==> config.mk <==
export PLATFORM = sky130hd
export DESIGN_NAME = pcl_latch
export DESIGN_NICKNAME = d
export VERILOG_FILES = /design/src/hw/pcl_pkg.sv /design/src/hw/pcl_window_check.sv /design/src/hw/pcl_latch.sv
export SDC_FILE = /design/constraint.sdc
export NUM_CORES = 2
export LEC_CHECK = 0
export ABC_AREA = 1
export BUFFER_PORTS_ARGS = -buffer_cell sky130_fd_sc_hd__buf_2
export CORE_MARGIN = 3
export CORE_UTILIZATION = 40
export CTS_CLUSTER_DIAMETER = 60
export CTS_CLUSTER_SIZE = 28
export DETAILED_ROUTE_END_ITERATION = 8
export PLACE_DENSITY = 0.67
export SLEW_MARGIN = 5
export SYNTH_ARGS = -nofsm -noshare
export SYNTH_HDL_FRONTEND = slang
export SYNTH_SLANG_ARGS = --single-unit
export TNS_END_PERCENT = 100
==> constraint.sdc <==
create_clock -name aclk -period 5.1 [get_ports aclk]
set_clock_uncertainty 0.2 [all_clocks]
set_input_delay 0 -clock aclk [delete_from_list [all_inputs] [get_ports aclk]]
set_output_delay 0 -clock aclk [all_outputs]
set_load 0.01 [all_outputs]
==> src/hw/pcl_pkg.sv <==
`default_nettype none
// Shared constants of the probe coordinate latch
package pcl_pkg;
   // Sizes
   localparam int NAXES = 2;
   localparam int NPROBES = 2;
   localparam int DI_W = 8;
   localparam int SEL_W = 3;
   localparam int AW = 8;
   // Register byte offsets
   localparam logic [7:0] OFS_ARM = 8'h00;
   localparam logic [7:0] OFS_WIN_LO = 8'h04;
   localparam logic [7:0] OFS_WIN_HI = 8'h08;
   localparam logic [7:0] OFS_SEL = 8'h0c;
   localparam logic [7:0] OFS_FLAGS = 8'h10;
   localparam logic [7:0] OFS_IRQ_STAT = 8'h14;
   localparam logic [7:0] OFS_IRQ_EN = 8'h18;
   localparam logic [7:0] OFS_IRQ_CLR = 8'h1c;
   localparam logic [7:0] OFS_COORD = 8'h20;
   localparam logic [7:0] OFS_SINCE = 8'h30;
   localparam logic [7:0] OFS_PREV = 8'h38;
   // Field positions
   localparam int ARM_AXIS_BIT = 0;
   localparam int ARM_PROBE_BIT = 1;
   localparam int ARM_MODE_LSB = 2;
   localparam int SEL_ONE_LSB = 0;
   localparam int SEL_TWO_LSB = 4;
   // Values after reset
   localparam logic [2:0] SEL_ONE_RST = 3'h0;
   localparam logic [2:0] SEL_TWO_RST = 3'h1;
   // Bus answers
   localparam logic [1:0] RESP_OKAY = 2'h0;
   localparam logic [1:0] RESP_SLVERR = 2'h2;
   // Window modes, codes 0, 1, 2 as written to the arm register
   typedef enum logic [1:0] {
      WIN_DISABLE, WIN_EXCLUSIVE, WIN_INCLUSIVE
   } pcl_win_t;
   // Register selector
   typedef enum logic [3:0] {
      REG_ARM, REG_WLO, REG_WHI, REG_SEL, REG_FLG, REG_IST,
      REG_IEN, REG_ICL, REG_CRD, REG_SNC, REG_PRV, REG_NONE
   } pcl_reg_t;
   // Address decode shared by the read and write paths
   function automatic pcl_reg_t pcl_decode(logic [7:0] a);
      pcl_reg_t r;
      r = REG_NONE;
      if (a[7:2] == OFS_ARM[7:2]) r = REG_ARM;
      else if (a[7:2] == OFS_WIN_LO[7:2]) r = REG_WLO;
      else if (a[7:2] == OFS_WIN_HI[7:2]) r = REG_WHI;
      else if (a[7:2] == OFS_SEL[7:2]) r = REG_SEL;
      else if (a[7:2] == OFS_FLAGS[7:2]) r = REG_FLG;
      else if (a[7:2] == OFS_IRQ_STAT[7:2]) r = REG_IST;
      else if (a[7:2] == OFS_IRQ_EN[7:2]) r = REG_IEN;
      else if (a[7:2] == OFS_IRQ_CLR[7:2]) r = REG_ICL;
      else if (a[7:4] == OFS_COORD[7:4]) r = REG_CRD;
      else if (a[7:3] == OFS_SINCE[7:3]) r = REG_SNC;
      else if (a[7:3] == OFS_PREV[7:3]) r = REG_PRV;
      return r;
   endfunction : pcl_decode
endpackage : pcl_pkg
`default_nettype wire

==> src/hw/pcl_window_check.sv <==
`default_nettype none
// Latch window test of one axis and probe pair
module pcl_window_check (
   // Window setting
   input wire logic [1:0] mode,
   input wire logic signed [31:0] lo,
   input wire logic signed [31:0] hi,
   // Axis position
   input wire logic signed [31:0] pos,
   // Result
   output logic in_ok
);
   logic in_bounds; // Bounds inclusive on both ends
   assign in_bounds = (pos >= lo) && (pos <= hi);
   // Choose the capture condition by mode
   always_comb begin
      case (pcl_pkg::pcl_win_t'(mode))
         pcl_pkg::WIN_DISABLE: in_ok = 1'b1;
         pcl_pkg::WIN_EXCLUSIVE: in_ok = !in_bounds;
         pcl_pkg::WIN_INCLUSIVE: in_ok = in_bounds;
         default: in_ok = 1'b0; // Code 3 never captures
      endcase
   end
endmodule : pcl_window_check
`default_nettype wire

==> src/hw/pcl_latch.sv <==
// The implementer's own choices: the register offsets and the AXI4-Lite register port.
`default_nettype none
module pcl_latch (
   // Clock and reset
   input wire logic aclk,
   input wire logic aresetn,
   // Write address channel
   input wire logic [7:0] s_axi_awaddr,
   input wire logic s_axi_awvalid,
   output logic s_axi_awready,
   // Write data channel
   input wire logic [31:0] s_axi_wdata,
   input wire logic [3:0] s_axi_wstrb,
   input wire logic s_axi_wvalid,
   output logic s_axi_wready,
   // Write response channel
   output logic [1:0] s_axi_bresp,
   output logic s_axi_bvalid,
   input wire logic s_axi_bready,
   // Read address channel
   input wire logic [7:0] s_axi_araddr,
   input wire logic s_axi_arvalid,
   output logic s_axi_arready,
   // Read data channel
   output logic [31:0] s_axi_rdata,
   output logic [1:0] s_axi_rresp,
   output logic s_axi_rvalid,
   input wire logic s_axi_rready,
   // Digital inputs usable as probes
   input wire logic [7:0] di_in,
   // Machine position per axis
   input wire logic [1:0][31:0] axis_pos,
   // Cancels and program end
   input wire logic [1:0] axis_cancel_request,
   input wire logic channel_reset,
   input wire logic program_end_request,
   output logic program_end_done,
   // Status marks
   output logic probe_one_pending,
   output logic probe_two_pending,
   output logic [1:0] axis_armed_probe_one,
   output logic [1:0] axis_armed_probe_two,
   output logic [1:0] axis_captured_probe_one,
   output logic [1:0] axis_captured_probe_two,
   // Interrupt
   output logic irq
);
   // Entire state of the block
   typedef struct packed {
      logic [1:0][1:0] armed; // [axis][probe]
      logic [1:0][1:0] done;
      logic [1:0][1:0][31:0] coord;
      logic [1:0][1:0][31:0] blo; // Bounds kept per process
      logic [1:0][1:0][31:0] bhi;
      logic [1:0][1:0][1:0] mode;
      logic [1:0][31:0] since;
      logic [1:0][31:0] prev;
      logic [1:0][31:0] pos_last;
      logic pos_ok; // pos_last holds a real sample
      logic [1:0] lvl_last;
      logic [31:0] win_lo;
      logic [31:0] win_hi;
      logic [2:0] sel_one;
      logic [2:0] sel_two;
      logic [1:0] irq_stat; // Capture event per probe
      logic [1:0] irq_en;
      logic aw_full;
      logic w_full;
      logic [7:0] awaddr;
      logic [31:0] wdata;
      logic [3:0] wstrb;
      logic bvalid;
      logic [1:0] bresp;
      logic rvalid;
      logic [31:0] rdata;
      logic [1:0] rresp;
   } pcl_state_t;

   pcl_state_t s_q, s_d;

   // Byte lane merge for writable words
   function automatic logic [31:0] merge(logic [31:0] o, logic [31:0] n,
                                         logic [3:0] st);
      logic [31:0] r;
      r = o;
      for (int b = 0; b < 4; b++) begin
         if (st[b]) r[b*8 +: 8] = n[b*8 +: 8];
      end
      return r;
   endfunction : merge

   // Write is performed once both halves are held and no write response is pending
   logic wr_do;
   pcl_pkg::pcl_reg_t wr_reg;
   logic arm_fire, arm_axis, arm_probe;
   logic [1:0] arm_mode;
   assign wr_do = s_q.aw_full && s_q.w_full && !s_q.bvalid;
   assign wr_reg = pcl_pkg::pcl_decode(s_q.awaddr);
   assign arm_fire = wr_do && (wr_reg == pcl_pkg::REG_ARM) && s_q.wstrb[0];
   assign arm_axis = s_q.wdata[pcl_pkg::ARM_AXIS_BIT];
   assign arm_probe = s_q.wdata[pcl_pkg::ARM_PROBE_BIT];
   assign arm_mode = s_q.wdata[pcl_pkg::ARM_MODE_LSB +: 2];

   // Selected probe levels and their rising edges
   logic [1:0] lvl, rise;
   assign lvl = {di_in[s_q.sel_two], di_in[s_q.sel_one]};
   assign rise = lvl & ~s_q.lvl_last;

   // Window test per pair; a pair being armed uses the new setting
   logic [1:0][1:0] arm_now, win_ok, hit;
   logic [1:0] probe_hit;
   for (genvar a = 0; a < pcl_pkg::NAXES; a++) begin : g_ax
      for (genvar p = 0; p < pcl_pkg::NPROBES; p++) begin : g_pr
         assign arm_now[a][p] = arm_fire && (int'(arm_axis) == a)
                                && (int'(arm_probe) == p);
         pcl_window_check u_win (
            .mode(arm_now[a][p] ? arm_mode : s_q.mode[a][p]),
            .lo(arm_now[a][p] ? s_q.win_lo : s_q.blo[a][p]),
            .hi(arm_now[a][p] ? s_q.win_hi : s_q.bhi[a][p]),
            .pos(axis_pos[a]),
            .in_ok(win_ok[a][p])
         );
         // Edge while armed, or level already active at start
         assign hit[a][p] = win_ok[a][p] &&
            ((s_q.armed[a][p] && rise[p]) ||
             (arm_now[a][p] && lvl[p]));
      end
   end
   assign probe_hit[0] = hit[0][0] || hit[1][0];
   assign probe_hit[1] = hit[0][1] || hit[1][1];

   // Position step this cycle, zero until a sample is held
   logic [1:0][31:0] delta;
   assign delta[0] = s_q.pos_ok ? axis_pos[0] - s_q.pos_last[0] : '0;
   assign delta[1] = s_q.pos_ok ? axis_pos[1] - s_q.pos_last[1] : '0;

   // Next state
   always_comb begin
      s_d = s_q;
      s_d.lvl_last = lvl;
      s_d.pos_last = axis_pos;
      s_d.pos_ok = 1'b1;
      // Accept write halves independently
      if (s_axi_awvalid && !s_q.aw_full) begin
         s_d.aw_full = 1'b1;
         s_d.awaddr = s_axi_awaddr;
      end
      if (s_axi_wvalid && !s_q.w_full) begin
         s_d.w_full = 1'b1;
         s_d.wdata = s_axi_wdata;
         s_d.wstrb = s_axi_wstrb;
      end
      if (s_q.bvalid && s_axi_bready) s_d.bvalid = 1'b0;
      // Register write
      if (wr_do) begin
         s_d.aw_full = 1'b0;
         s_d.w_full = 1'b0;
         s_d.bvalid = 1'b1;
         s_d.bresp = pcl_pkg::RESP_OKAY;
         case (wr_reg)
            pcl_pkg::REG_ARM: begin
               // Start a process: armed up, done down
               if (arm_fire) begin
                  s_d.armed[arm_axis][arm_probe] = 1'b1;
                  s_d.done[arm_axis][arm_probe] = 1'b0;
                  s_d.mode[arm_axis][arm_probe] = arm_mode;
                  s_d.blo[arm_axis][arm_probe] = s_q.win_lo;
                  s_d.bhi[arm_axis][arm_probe] = s_q.win_hi;
               end
            end
            pcl_pkg::REG_WLO:
               s_d.win_lo = merge(s_q.win_lo, s_q.wdata, s_q.wstrb);
            pcl_pkg::REG_WHI:
               s_d.win_hi = merge(s_q.win_hi, s_q.wdata, s_q.wstrb);
            pcl_pkg::REG_SEL: begin
               if (s_q.wstrb[0]) begin
                  s_d.sel_one = s_q.wdata[pcl_pkg::SEL_ONE_LSB +: 3];
                  s_d.sel_two = s_q.wdata[pcl_pkg::SEL_TWO_LSB +: 3];
               end
            end
            pcl_pkg::REG_IEN:
               if (s_q.wstrb[0]) s_d.irq_en = s_q.wdata[1:0];
            pcl_pkg::REG_ICL:
               if (s_q.wstrb[0]) s_d.irq_stat = s_q.irq_stat & ~s_q.wdata[1:0];
            pcl_pkg::REG_SNC:
               s_d.since[s_q.awaddr[2]] =
                  merge(s_q.since[s_q.awaddr[2]], s_q.wdata, s_q.wstrb);
            pcl_pkg::REG_PRV:
               s_d.prev[s_q.awaddr[2]] =
                  merge(s_q.prev[s_q.awaddr[2]], s_q.wdata, s_q.wstrb);
            // Read-only and unmapped words refuse the write
            default: s_d.bresp = pcl_pkg::RESP_SLVERR;
         endcase
      end
      // Travel accumulates every cycle, on top of any write
      for (int a = 0; a < pcl_pkg::NAXES; a++) begin
         s_d.since[a] = s_d.since[a] + delta[a];
      end
      // Capture: all results land in this one cycle
      for (int a = 0; a < pcl_pkg::NAXES; a++) begin
         for (int p = 0; p < pcl_pkg::NPROBES; p++) begin
            if (hit[a][p]) begin
               s_d.coord[a][p] = axis_pos[a];
               s_d.done[a][p] = 1'b1;
            end
         end
         if (|hit[a]) begin
            s_d.prev[a] = s_q.since[a] + delta[a];
            s_d.since[a] = '0;
         end
      end
      // One event ends every process on its probe
      for (int p = 0; p < pcl_pkg::NPROBES; p++) begin
         if (probe_hit[p]) begin
            for (int a = 0; a < pcl_pkg::NAXES; a++) begin
               s_d.armed[a][p] = 1'b0;
            end
         end
      end
      // Cancels come last so they win over a start
      for (int a = 0; a < pcl_pkg::NAXES; a++) begin
         if (axis_cancel_request[a]) s_d.armed[a] = '0;
         if (channel_reset) s_d.armed[a] = '0;
      end
      // Event set wins over a software clear
      s_d.irq_stat = s_d.irq_stat | probe_hit;
      // Read channel, one outstanding read
      if (s_q.rvalid && s_axi_rready) s_d.rvalid = 1'b0;
      if (s_axi_arvalid && !s_q.rvalid) begin
         s_d.rvalid = 1'b1;
         s_d.rresp = pcl_pkg::RESP_OKAY;
         s_d.rdata = '0;
         case (pcl_pkg::pcl_decode(s_axi_araddr))
            pcl_pkg::REG_WLO: s_d.rdata = s_q.win_lo;
            pcl_pkg::REG_WHI: s_d.rdata = s_q.win_hi;
            pcl_pkg::REG_SEL:
               s_d.rdata = {25'h0, s_q.sel_two, 1'b0, s_q.sel_one};
            pcl_pkg::REG_FLG:
               s_d.rdata = {22'h0, s_q.done, s_q.armed,
                            probe_two_pending, probe_one_pending};
            pcl_pkg::REG_IST: s_d.rdata = {30'h0, s_q.irq_stat};
            pcl_pkg::REG_IEN: s_d.rdata = {30'h0, s_q.irq_en};
            pcl_pkg::REG_CRD:
               s_d.rdata = s_q.coord[s_axi_araddr[3]][s_axi_araddr[2]];
            pcl_pkg::REG_SNC: s_d.rdata = s_q.since[s_axi_araddr[2]];
            pcl_pkg::REG_PRV: s_d.rdata = s_q.prev[s_axi_araddr[2]];
            // Write-only words read as zero
            pcl_pkg::REG_ARM, pcl_pkg::REG_ICL: s_d.rdata = '0;
            default: s_d.rresp = pcl_pkg::RESP_SLVERR;
         endcase
      end
   end

   // State register with synchronous reset
   always_ff @(posedge aclk) begin
      if (!aresetn) begin
         s_q <= '0;
         s_q.sel_one <= pcl_pkg::SEL_ONE_RST;
         s_q.sel_two <= pcl_pkg::SEL_TWO_RST;
      end else begin
         s_q <= s_d;
      end
   end

   // Bus handshakes
   assign s_axi_awready = !s_q.aw_full;
   assign s_axi_wready = !s_q.w_full;
   assign s_axi_bvalid = s_q.bvalid;
   assign s_axi_bresp = s_q.bresp;
   assign s_axi_arready = !s_q.rvalid;
   assign s_axi_rvalid = s_q.rvalid;
   assign s_axi_rdata = s_q.rdata;
   assign s_axi_rresp = s_q.rresp;

   // Status marks; results of the separate probing cycle live
   // elsewhere and have no path from here
   assign probe_one_pending = |{s_q.armed[1][0], s_q.armed[0][0]};
   assign probe_two_pending = |{s_q.armed[1][1], s_q.armed[0][1]};
   assign axis_armed_probe_one = {s_q.armed[1][0], s_q.armed[0][0]};
   assign axis_armed_probe_two = {s_q.armed[1][1], s_q.armed[0][1]};
   assign axis_captured_probe_one = {s_q.done[1][0], s_q.done[0][0]};
   assign axis_captured_probe_two = {s_q.done[1][1], s_q.done[0][1]};
   assign program_end_done = program_end_request && !(|s_q.armed);
   assign irq = |(s_q.irq_stat & s_q.irq_en);
endmodule : pcl_latch
`default_nettype wire

==> impl_metrics.py <==
metrics = {
    "timing": {
        "setup_repair_after_global_routing_missed_its_margin": "yes",
        "slew_viol_final": 0,
        "period_needed_ns": 4.88,
        "report.final.setup_viol": 0,
        "worst_slew_margin_rel_pct": 20.1,
        "portion_of_the_clock_cycle_consumed_by_the_worst_path_in_the_final_layout_pct": 95.7,
        "postLayoutSetupSlackWorst_ns": 0.219,
        "fmax_ghz": 0.205,
        "worst_pin_slew_ns": 1.19,
        "hold_viol_final": 0,
    },
    "hold_path": {
        "end_point_of_the_worst_hold_path": "arm_probe",
        "hp-class": "in -> reg",
        "hp-start": "s_axi_wdata[1]",
        "timing.hold.worst_path_depth": 4,
    },
    "route": {
        "routed_via_density": 5.68,
        "ant_nets": 0,
        "first_iter_violations": 5916,
        "wirelength_um": 203000,
        "wl_per_instance_um": 23.6,
        "drc_errors": 0,
        "detailroute.via_count": 48800,
        "first_pass_iters": 7,
    },
    "global_routing": {
        "grt_max_degree": 167,
        "globalRouteTotalUtil_pct": 32.1,
        "number_of_antenna_violations_at_the_first_check_in_global_routing": 8,
        "grt_first_pass_wirelength_um": 293000,
        "grt_remaining_overflow": 0,
        "vias_in_the_first_global_route": 44700,
    },
    "synth": {
        "synth-compound-area-share_pct": 19.2,
        "synth_edf_count": 0,
        "yosys.area_share.xor_xnor_pct": 2.05,
        "seq_cells_post_synth": 749,
        "synth_adder_area_share_pct": 12.0,
        "synth.mux.area_fraction_pct": 5.52,
        "synthFlopType": "sky130_fd_sc_hd__dfxtp_1",
        "postSynth.asyncResetShare_pct": 0,
        "synth.avg_cell_area_um2": 7.10,
        "synth.distinct_cells": 60,
        "synth_simple_gate_area_share_pct": 21.0,
        "synth.yosys.warnings": 0,
        "synthesis.instances": 6634,
        "largest_family_of_logic_cells_by_synthesized_area": "simple AND/OR/NAND/NOR gates",
        "synth_area_um2": 47100,
        "synth.yosys.seq_area_share_pct": 31.8,
    },
    "worst_setup_path": {
        "cp.arrival_ns": 5.23,
        "required_time_worst_endpoint_ns": 5.45,
        "critPathSlowestCell": "sky130_fd_sc_hd__ha_1",
        "worstSetupPathType": "reg -> reg",
        "critPathMaxStageDelay_ns": 0.43,
        "reg2reg_from": "s_q[82]",
        "timing.rr.end": "s_q[335]",
        "setup.worst_path.end_class": "flop",
        "ff2ff_setup_slack_ns": 0.22,
        "reg2regPathDepth": 20,
        "critical_path.cell_chain": "inv_2 -> nor3_4 -> inv_2 -> buf_4 -> nor2_1 -> inv_2 -> nor2_2 -> buf_12 -> mux2_2 -> ha_1 -> a21oi_1 -> o21ai_0 -> buf_4 -> a21oi_1 -> inv_1 -> a31oi_1 -> o21ai_0 -> a21oi_1 -> xor2_1 -> nor2_1",
        "kind_of_start_point_of_the_critical_path": "flop",
        "timing.critical_path.fanout_max": 28,
    },
    "power": {
        "max-vdd-ir-drop_v": 0.000220,
        "leakagePower_nw": 26.2,
        "power-per-cell-area_nw_per_um2": 335,
    },
    "clock_network": {
        "cts_bufs_inserted": 86,
        "cts.sinks": 749,
        "worstSkewPairLatency_ns": 0.69,
        "cts_tree": "built",
        "clk_root_buffer_cell": "sky130_fd_sc_hd__clkbuf_16",
        "clock_transition_at_the_registers_of_the_reported_paths_ns": 0.07,
        "cts.htree.levels": 3,
        "ctsLongestPathBuffers": 3,
    },
    "flow_run": {
        "max-cap-violations": 0,
    },
    "die": {
        "floorplan.io_pins": 188,
        "die_y_um": 349,
        "die_w_um": 349,
        "total_number_of_placement_rows": 125,
        "die_area_um2": 122000,
        "initial_standard_cell_utilization_of_the_core_pct": 40.4,
        "core_footprint_um2": 117000,
    },
    "place": {
        "io_buffer_count": 181,
        "place.detailed.hpwl_um": 153000,
        "placement.cell_area_um2": 50100,
        "dp.cells": 8213,
        "routabilityCongestion": 1.04,
        "preCtsSetupSlack_ns": 0.245,
    },
    "cells_and_area": {
        "final_common_cell": "sky130_fd_sc_hd__nand2_1",
        "drive_above_1_share_pct": 9.55,
        "final_instance_area_um2": 55500,
        "layout-area-overhead-vs-synth_pct": 17.9,
        "nNetsFinal": 7581,
        "layout.cells.most_common_list": "sky130_fd_sc_hd__nand2_1 (1095), sky130_fd_sc_hd__nor2_1 (993), sky130_fd_sc_hd__dfxtp_1 (748)",
        "number_of_non_filler_instances_in_the_completed_layout": 8599,
    },
    "status": {
        "run_status": "finished, final reports clean",
    },
}
## flip-flops by register name, summed over array words and instances, names as in the netlist
name / cells
s_q: 701
s_axi_rdata: 32
arm_mode: 2
axis_armed_probe_one: 2
axis_armed_probe_two: 2
axis_captured_probe_one: 2
axis_captured_probe_two: 2
arm_axis: 1
arm_probe: 1
s_axi_bresp: 1
s_axi_bvalid: 1
s_axi_rresp: 1
s_axi_rvalid: 1
## stage by stage
stage	total power, mW	hold WS (ns)	util (%)	setup TNS (ns)
after floorplan	9.56	-0.172	-	0
after global placement	11.4	0.0208	43.0	0
after detailed placement	11.5	0.0281	43.0	0
after CTS	18.4	0.00986	47.5	0
after global routing	19.3	0.0862	47.7	-0.0148
final	18.6	0.0599	47.7	0
## what timing repair did
item,4_1_cts,5_1_grt
endpoints found under the setup margin,0,131
gates resized for setup,0,28
hold endpoints to repair,428,0
buffers inserted,0,11
hold buffers,210,0
## final cells by class
class / count / area [µm²]
fillers: 11500 / 61000
repair buffers: 577 / 4610
clock buffers: 104 / 2370
well taps: 1524 / 1910
flip-flops and latches: 749 / 15000
clock inverters: 56 / 748
multi-input cells: 4906 / 28300
inverters: 678 / 2560
diodes: 5 / 12.5
## power by group
part	leakage [nW]	internal, mW	switching, mW	total, mW
clock network	1.50	3.78	3.06	6.85
registers	6.08	6.09	0.461	6.55
logic	18.7	1.78	3.41	5.19
## worst max-delay path, delay by kind of cell (launching register included)
family	cells	cell delay (ns)
AO/OA/AOI/OAI	6	1.24
XOR/XNOR	1	0.21
adder cells (fa/ha/maj)	1	0.43
buffers and inverters	7	1.16
flip-flops	1	0.36
multiplexers	1	0.42
AND/OR/NAND/NOR	4	0.70
## per-layer routing
layer / share of wire (%) / global-route usage (%)
met1: 41 / 42.4
met2: 41 / 47.2
met3: 11 / 7.23
met4: 7.4 / 20.0
met5: 0.0059 / 0
## how the worst max path moves through the flow
stage | start | endpoint
2_1_floorplan | s_q[195] | s_q[350]
3_3_place_gp | axis_pos[0] | s_q[254]
3_5_place_dp | axis_pos[0] | s_q[254]
4_1_cts | s_q[82] | s_q[330]
5_1_grt | axis_pos[0] | s_q[254]
6_report | s_q[82] | s_q[335]
## synthesized netlist by cell type, types with 24 or more instances
cell type                     n  share of area [%]
sky130_fd_sc_hd__buf_4       53               0.84
sky130_fd_sc_hd__o21ai_0    637                6.8
sky130_fd_sc_hd__clkbuf_1   173                1.4
sky130_fd_sc_hd__nand3_1    174                1.8
sky130_fd_sc_hd__nand4_1     52               0.69
sky130_fd_sc_hd__a31oi_1     24               0.32
sky130_fd_sc_hd__nor3_1      45               0.48
sky130_fd_sc_hd__dfxtp_1    749                 32
sky130_fd_sc_hd__nand2_1   1096                8.7
sky130_fd_sc_hd__a21o_1      30               0.48
sky130_fd_sc_hd__xnor2_1     37               0.69
sky130_fd_sc_hd__o21bai_1    51               0.81
sky130_fd_sc_hd__mux2i_1    207                4.4
sky130_fd_sc_hd__o21a_1      53               0.84
sky130_fd_sc_hd__inv_1      655                5.2
sky130_fd_sc_hd__mux2_2      47                1.1
sky130_fd_sc_hd__nor2_1     999                8.0
sky130_fd_sc_hd__buf_2       62               0.66
sky130_fd_sc_hd__ha_1       442                 12
sky130_fd_sc_hd__xor2_1      73                1.4
sky130_fd_sc_hd__o22ai_1     52               0.69
sky130_fd_sc_hd__a21oi_1    664                7.1
## logic make-up after synthesis
| kind of cell | count (synthesis) |
|---|---|
| AND/OR/NAND/NOR | 2449 |
| AO/OA/AOI/OAI | 1643 |
| buffers and inverters | 980 |
| flip-flops | 749 |
| adder cells (fa/ha/maj) | 448 |
| multiplexers | 254 |
| XOR/XNOR | 110 |
| other | 1 |
Note: power is estimated with default switching activity, not from simulation.
